[config.mk]
export PLATFORM = sky130hd
export DESIGN_NAME = local_bus_slave_select_and_reset
export DESIGN_NICKNAME = d
export VERILOG_FILES = /design/src/rtl/lbs_pkg.sv /design/src/rtl/pin_sync_if.sv /design/src/rtl/pin_sync.sv /design/src/rtl/local_bus_slave_select_and_reset.sv
export SDC_FILE = /design/constraint.sdc
export NUM_CORES = 1
export LEC_CHECK = 0
export ABC_AREA = 1
export BUFFER_PORTS_ARGS = -buffer_cell sky130_fd_sc_hd__buf_2
export CORE_MARGIN = 2
export CORE_UTILIZATION = 44
export CTS_CLUSTER_DIAMETER = 150
export DETAILED_ROUTE_END_ITERATION = 7
export GPL_ROUTABILITY_DRIVEN = 0
export PLACE_DENSITY = 0.74
export SLEW_MARGIN = 5
export SYNTH_ARGS = -nofsm -noshare
export SYNTH_HDL_FRONTEND = slang
export SYNTH_SLANG_ARGS = --single-unit
[constraint.sdc]
create_clock -name ref_clk -period 1.3 [get_ports ref_clk]
set_input_delay 0.065 -clock ref_clk [delete_from_list [all_inputs] [get_ports ref_clk]]
set_output_delay 0.065 -clock ref_clk [all_outputs]
set_load 0.02 [all_outputs]
[src/rtl/lbs_pkg.sv]
// Package with constants and types shared by the local bus slave select and reset logic
package lbs_pkg;
   // Width of the local address bus, ignored during hosted DMA
   localparam int addr_width = 32;
   // Low address bits that must be zero for a 16-byte aligned burst start
   localparam int burst_align_bits = 4;
   // Wait states inserted before the first acknowledge of a misaligned burst
   localparam logic [3:0] misalign_wait_cycles = 4'h1;
   // Edges after reset release before the synchronised strap level is trusted
   localparam logic [2:0] strap_settle_cycles = 3'h5;
   // Image select encodings
   localparam logic image_0 = 1'b0;
   localparam logic image_1 = 1'b1;
   // Reset values
   localparam logic strap_reset_value = 1'b1;
   // Access kinds decoded from the chip selects
   typedef enum logic [1:0] {
      access_none,
      access_register,
      access_bridge
   } access_kind_type;
   // Slave cycle states
   typedef enum logic [1:0] {
      slv_idle,
      slv_wait,
      slv_ack
   } slave_state_type;
   // Arbitration states
   typedef enum logic [1:0] {
      arb_idle,
      arb_request,
      arb_wait_busy,
      arb_owner
   } arb_state_type;
endpackage : lbs_pkg

[src/rtl/pin_sync_if.sv]
// Interface carrying raw and filtered pin levels to the synchroniser module
`timescale 1ns/1ps
interface pin_sync_if #(parameter int width = 1);
   logic [width-1:0] raw;
   logic [width-1:0] level;
   modport sync (input raw, output level);
   modport user (output raw, input level);
endinterface : pin_sync_if

[src/rtl/pin_sync.sv]
// Three-stage pin synchroniser with agreement filter
`timescale 1ns/1ps
module pin_sync #(
   parameter int width = 1,
   parameter logic [width-1:0] init = '1
) (
   input wire logic ref_clk,
   input wire logic rstn,
   pin_sync_if.sync pins
);
   logic [width-1:0] s1_q, s1_d, s2_q, s2_d, s3_q, s3_d, lvl_q, lvl_d;

   // ***********************************************
   // Next values
   // ***********************************************
   always_comb begin
      s1_d = pins.raw;
      s2_d = s1_q;
      s3_d = s2_q;
      lvl_d = lvl_q;
      // A change counts only once the second and third stages agree
      for (int i = 0; i < width; i++) begin
         if (s2_q[i] == s3_q[i]) begin
            lvl_d[i] = s3_q[i];
         end
      end
   end

   // Registers; the first stage feeds only the second
   always_ff @(posedge ref_clk) begin
      if (!rstn) begin
         s1_q <= init;
         s2_q <= init;
         s3_q <= init;
         lvl_q <= init;
      end else begin
         s1_q <= s1_d;
         s2_q <= s2_d;
         s3_q <= s3_d;
         lvl_q <= lvl_d;
      end
   end

   assign pins.level = lvl_q;
endmodule : pin_sync

[src/rtl/local_bus_slave_select_and_reset.sv]
// Local bus chip select decode, image select, arbitration, burst waits and reset output
`timescale 1ns/1ps
// Overview of operation
// RQ1: Dual-address hosted DMA cycles always end normally, never retry or bus error.
// RQ2: Local address bus is ignored during hosted DMA transfers.
// RQ3: Take local bus only after the other master releases bus busy.
// RQ4: Misaligned burst starts get wait states before the first acknowledge. The code adds them only on bridge accesses, never on register accesses.
// RQ5: Register chip select qualifies register access; bridge chip select qualifies bridge.
// RQ6: Bridge access uses image 0 when image select is low, else image 1.
// RQ7: Reset output asserted while the PCI reset input is active.
// RQ8: Writing the software reset bit asserts the reset output.
// RQ9: PCI reset input resets all block state.
// RQ10: Processor itself terminates interrupt acknowledge with autovector; block never does.
// RQ11: Master-style strap is sampled at reset; low enables master operation.
// RQ12: Image select is sampled together with the bridge chip select.
module local_bus_slave_select_and_reset
   import lbs_pkg::*;
#(
   parameter int misalign_waits = misalign_wait_cycles
) (
   input wire logic ref_clk,
   input wire logic rstn,
   input wire logic register_chip_select_n,
   input wire logic bridge_chip_select_n,
   input wire logic image_select,
   input wire logic transfer_start_n,
   input wire logic burst_n,
   input wire logic [addr_width-1:0] address,
   input wire logic hosted_dma_ack_n,
   input wire logic dual_address_dma,
   input wire logic bus_request_internal,
   input wire logic bus_grant_n,
   input wire logic bus_busy_in_n,
   input wire logic software_reset_bit,
   input wire logic master_style_strap_n,
   output logic transfer_ack_n,
   output logic transfer_error_n,
   output logic transfer_retry_n,
   output logic register_access,
   output logic bridge_access,
   output logic image_1_selected,
   output logic bus_request_n,
   output logic bus_busy_out_n,
   output logic bus_busy_oe_n,
   output logic bus_owned,
   output logic master_enable,
   output logic autovector_ack_n,
   output logic reset_output_n
);
   // ***********************************************
   // Pin synchronisation
   // ***********************************************
   localparam int npins = 5;
   pin_sync_if #(.width(npins)) pins ();
   logic grant_s_n, busy_s_n, dma_ack_s_n, strap_s_n, software_reset_bit_s;
   assign pins.raw = {bus_grant_n, bus_busy_in_n, hosted_dma_ack_n,
                      master_style_strap_n, software_reset_bit};
   assign {grant_s_n, busy_s_n, dma_ack_s_n, strap_s_n, software_reset_bit_s} = pins.level;

   pin_sync #(.width(npins), .init({4'hF, 1'b0})) u_sync (
      .ref_clk(ref_clk),
      .rstn(rstn),
      .pins(pins)
   );

   // ***********************************************
   // Slave cycle decode and wait states
   // ***********************************************
   slave_state_type slv_q, slv_d;
   access_kind_type kind_q, kind_d;
   logic image_q, image_d;
   logic [3:0] wait_q, wait_d;
   logic ack_n_q, ack_n_d;
   logic dma_q, dma_d;
   logic aligned;
   logic reg_acc_q, reg_acc_d, brg_acc_q, brg_acc_d;

   // RQ4 alignment check; only meaningful outside hosted DMA
   assign aligned = (address[burst_align_bits-1:0] == '0);

   always_comb begin
      slv_d = slv_q;
      kind_d = kind_q;
      image_d = image_q;
      wait_d = wait_q;
      ack_n_d = 1'b1;
      dma_d = dma_q;
      case (slv_q)
         slv_idle: begin
            kind_d = access_none;
            dma_d = 1'b0;
            if (!transfer_start_n) begin
               // RQ5 select qualify
               if (!register_chip_select_n) begin
                  kind_d = access_register;
                  slv_d = slv_ack;
               end else if (!bridge_chip_select_n) begin
                  kind_d = access_bridge;
                  // RQ12 image latch: captured with the chip select, held for the access
                  // RQ6 image choice
                  image_d = image_select ? image_1 : image_0;
                  slv_d = slv_ack;
                  dma_d = !dma_ack_s_n;
                  // RQ2 address ignored: DMA never consults the address bits
                  // RQ4 misaligned wait
                  if (dma_ack_s_n && !burst_n && !aligned) begin
                     wait_d = 4'(misalign_waits);
                     slv_d = slv_wait;
                  end
               end
            end
         end
         slv_wait: begin
            if (wait_q <= 4'h1) begin
               slv_d = slv_ack;
            end else begin
               wait_d = wait_q - 4'h1;
            end
         end
         slv_ack: begin
            ack_n_d = 1'b0;
            slv_d = slv_idle;
         end
         default: slv_d = slv_idle;
      endcase
      // Access flags get their own flops so the outputs leave a register directly
      reg_acc_d = (kind_d == access_register);
      brg_acc_d = (kind_d == access_bridge);
   end

   // RQ9 global reset of slave state
   always_ff @(posedge ref_clk) begin
      if (!rstn) begin
         slv_q <= slv_idle;
         kind_q <= access_none;
         image_q <= image_0;
         wait_q <= 4'h0;
         ack_n_q <= 1'b1;
         dma_q <= 1'b0;
         reg_acc_q <= 1'b0;
         brg_acc_q <= 1'b0;
      end else begin
         slv_q <= slv_d;
         kind_q <= kind_d;
         image_q <= image_d;
         wait_q <= wait_d;
         ack_n_q <= ack_n_d;
         dma_q <= dma_d;
         reg_acc_q <= reg_acc_d;
         brg_acc_q <= brg_acc_d;
      end
   end

   // ***********************************************
   // Bus arbitration
   // ***********************************************
   arb_state_type arb_q, arb_d;
   logic req_n_q, req_n_d, bb_oe_n_q, bb_oe_n_d, owned_q, owned_d;
   // Strap state declared here because the arbiter reads the master enable
   logic [2:0] strap_cnt_q, strap_cnt_d;
   logic master_en_q, master_en_d, rsto_n_q, rsto_n_d;

   always_comb begin
      arb_d = arb_q;
      req_n_d = req_n_q;
      bb_oe_n_d = bb_oe_n_q;
      case (arb_q)
         arb_idle: begin
            if (bus_request_internal && master_en_q) begin
               req_n_d = 1'b0;
               arb_d = arb_request;
            end
         end
         arb_request: begin
            if (!grant_s_n) begin
               arb_d = arb_wait_busy;
            end
         end
         arb_wait_busy: begin
            // RQ3 wait busy: ownership only once the other master releases
            if (busy_s_n) begin
               req_n_d = 1'b1;
               bb_oe_n_d = 1'b0;
               arb_d = arb_owner;
            end
         end
         arb_owner: begin
            if (!bus_request_internal) begin
               bb_oe_n_d = 1'b1;
               arb_d = arb_idle;
            end
         end
         default: arb_d = arb_idle;
      endcase
      // Ownership flag mirrors the busy enable, in a flop of its own
      owned_d = !bb_oe_n_d;
   end

   always_ff @(posedge ref_clk) begin
      if (!rstn) begin
         arb_q <= arb_idle;
         req_n_q <= 1'b1;
         bb_oe_n_q <= 1'b1;
         owned_q <= 1'b0;
      end else begin
         arb_q <= arb_d;
         req_n_q <= req_n_d;
         bb_oe_n_q <= bb_oe_n_d;
         owned_q <= owned_d;
      end
   end

   // ***********************************************
   // Strap capture and reset output
   // ***********************************************
   // Strap follows the synchroniser until it has settled, then freezes; the
   // first edge after release would only see the synchroniser's reset value
   always_comb begin
      strap_cnt_d = strap_cnt_q;
      master_en_d = master_en_q;
      // RQ11 strap sample: latched once the synchronised level is trustworthy
      if (strap_cnt_q != strap_settle_cycles) begin
         strap_cnt_d = strap_cnt_q + 3'h1;
         master_en_d = !strap_s_n;
      end
      // RQ8 software reset
      rsto_n_d = !software_reset_bit_s;
   end

   always_ff @(posedge ref_clk) begin
      if (!rstn) begin
         strap_cnt_q <= 3'h0;
         master_en_q <= 1'b0;
         // RQ7 reset follows input: held low while the reset input is active
         rsto_n_q <= 1'b0;
      end else begin
         strap_cnt_q <= strap_cnt_d;
         master_en_q <= master_en_d;
         rsto_n_q <= rsto_n_d;
      end
   end

   // ***********************************************
   // Outputs, from flip-flops or tied constants
   // ***********************************************
   assign transfer_ack_n = ack_n_q;
   // RQ1 normal termination: error and retry are never driven, DMA or not
   assign transfer_error_n = 1'b1;
   assign transfer_retry_n = 1'b1;
   assign register_access = reg_acc_q;
   assign bridge_access = brg_acc_q;
   assign image_1_selected = image_q;
   assign bus_request_n = req_n_q;
   assign bus_busy_out_n = 1'b0;
   assign bus_busy_oe_n = bb_oe_n_q;
   assign bus_owned = owned_q;
   assign master_enable = master_en_q;
   // RQ10 no autovector: the processor terminates the acknowledge itself
   assign autovector_ack_n = 1'b1;
   assign reset_output_n = rsto_n_q;
endmodule : local_bus_slave_select_and_reset

==> reports/qor.yml <==
status: "completed"
grt_usage: 0.1433
regArea_um2: 850.8
timing.final.max_slew_violations: 0
num_vias: 1361
cts-root-buf: "clkbuf_8"
ios: 59
post-route-drc-count: 0
antenna_found_initial: 0
rsz0062_at_grt: "yes"
clkLatencyLatePin_ns: 0.29
yosysTopAreaCell: "dfxtp_1"
via_per_inst: 4.552
syn-instance-count: 202
utilization: 0.6214
vdd_drop_max_v: 0.0009805
crit_required_ns: 1.49
syn-cell-area_um2: 1702
nets: 305
routedWlPerCell_um: 10.60
totalPowerFinal_mw: 3.377
p_per_area_nw_per_um2: 1473
start_kind: "register"
ys_ff_latch: 42
htreeDepth: 2
drive_gt1_frac: 0.4223
cts_buffer_depth: 2
synth_top_area_frac: 0.4941
ys_types: 26
leakagePower_nw: 1.021
tritoncts: "yes"
worstMarginPinSlew_ns: 0.6432
clk_pin_slew_ns: 0.08
syn_avg_cell_area_um2: 8.424
antenna_cells: 0
syn2layout_area_growth_pct: 34.71
core_um2: 3689
end_kind: "register"
slew_headroom: 0.5707
drtIter0Drc: 30
max_freq_mhz: 788.3
clkSinkCount: 42
critPathKind: "register to register"
antenna_left: 0
grt_pass1_vias: 1212
portBuffers: 25
post-route-period-util: 0.9758
hold_violations: 0
crit_path_max_fanout: 3
fin_skew_ns: 0.006934
fp.dieW_um: 66.19
design_area_um2: 2292
grt.overflow.total: 0
setup_viol: 0
finalCriticalPeriod_ns: 1.269
first_pass_iters: 4
initial_core_util: 0.4613
wl_mm: 3.169
cts_buffers: 5
die_h_um: 66.19
dp.final_hpwl_mm: 1.933
worstPathArrival_ns: 1.46
dpl-instance-area_um2: 1911
grt_max_degree: 25
dieArea_um2: 4380
multi_input_area_um2: 848.3
cap_violations: 0
yosysWarningCount: 0
grt_pass1_wl_mm: 4.719
rows: 22
netlist_top_cells_area: "dfxtp_1 49%, ha_1 6.6%, nand2_1 6.2%"
hp-class: "input port to register"
ys_seq_area_frac: 0.4941
num-fill-cells: 329
==> area by class of cell <==
cell class	count	share of cell area
Timing Repair Buffer	46	0.1354
Inverter	27	0.04967
Sequential cell	42	0.3712
Clock inverter	3	0.01747
Tap cell	48	0.02620
Clock buffer	5	0.03002
Multi-Input combinational cell	128	0.3701
==> placed cells by master (no fill, tap or decap), types with 6 or more instances in the layout <==
cell type / count
dfxtp_1: 38
nand2_2: 8
nor2_1: 14
inv_1: 16
a21oi_1: 14
nand3_1: 9
buf_2: 25
ha_4: 6
inv_2: 6
buf_4: 12
nand2_1: 23
or2_2: 12
o21ai_0: 10
==> flip-flops by register name, indices dropped and copies added, names as in the netlist, 2 cells and up <==
name	flops
wait_q	4
u_sync.s1_q	5
slv_q	2
u_sync.pins.level	5
strap_cnt_q	3
kind_q	2
u_sync.s3_q	5
u_sync.s2_q	5
arb_q	2
==> where the power goes <==
group	switching, mW	internal (mW)
sequential	0.0759	1.39
combinational	0.453	0.459
clock	0.435	0.565
total	0.964	2.41
==> metrics by stage <==
| step | hold slack (ns) | TNS [ns] | cells | setup WS [ns] |
|---|---|---|---|---|
| 2_1_floorplan | 0.1626 | 0 | 204 | 0.03076 |
| 3_3_place_gp | 0.2498 | -0.09104 | 278 | -0.08536 |
| 3_5_place_dp | 0.2530 | -0.1322 | 278 | -0.09321 |
| 4_1_cts | 0.04302 | 0 | 291 | 0.004693 |
| 5_1_grt | 0.1077 | -0.1377 | 299 | -0.04323 |
| 6_report | 0.04764 | 0 | 299 | 0.03149 |
==> path summary, 6_finish.rpt <==
| check | start | endpoint | slack (ns) | cells after the start |
|---|---|---|---|---|
| worst max register to register | arb_q[1] | bus_request_n | 0.03 | 9 |
| worst min register to register | u_sync.s1_q[2] | u_sync.s2_q[2] | 0.42 | 1 |
| worst min-delay path | image_select | image_1_selected | 0.05 | 3 |
| worst max-delay path | arb_q[1] | bus_request_n | 0.03 | 9 |
==> timing repair <==
item | 4_1_cts | 5_1_grt
hold buffers | 5 | 0
buffers inserted | 0 | 8
endpoints found under the setup margin | 3 | 8
gates resized for setup | 8 | 41
pin swaps | 0 | 13
hold endpoints to repair | 5 | 0
==> logic make-up after synthesis <==
logic type,after synthesis,synth area share
AND/OR/NAND/NOR,81,0.2412
flip-flops,42,0.4941
buffers and inverters,34,0.08529
AO/OA/AOI/OAI,33,0.1037
adder cells (fa/ha/maj),9,0.06618
other,2,0.004413
XOR/XNOR,1,0.005148
==> layer usage <==
layer  track usage  share of wire  vias up  routed length (um)
li1              -              -      723                   -
met1        0.1457           0.42      605                1325
met2        0.2525           0.52       24                1644
met3       0.04259          0.037        9                 116
met4       0.09184          0.026        0                  83
met5             0              0        -                   0
==> critical path, stage by stage (launching register included) <==
cell     delay, ns
dfxtp_4       0.39
inv_4         0.06
ha_4          0.17
nand2_4       0.06
o21ai_4       0.07
buf_6         0.12
inv_2         0.04
nand2_2       0.05
a21oi_2       0.11
o21ai_1       0.08
==> Yosys cell counts <==
cell type  count
a21boi_1       1
a21oi_1       15
buf_2          2
buf_4          4
clkbuf_1       1
conb_1         2
dfxtp_1       42
ha_1           9
inv_1         23
inv_2          4
nand2_1       28
nand2_2        4
nand2_4        2
nand3_1        9
nand3_2        1
nand3_4        1
nor2_1        17
nor2_2         4
nor2_4         1
nor3_1         2
o211ai_1       2
o21ai_0       11
o21ai_1        3
o21ai_2        1
or2_2         12
xnor2_1        1
Power figures use the tool's default switching activity.
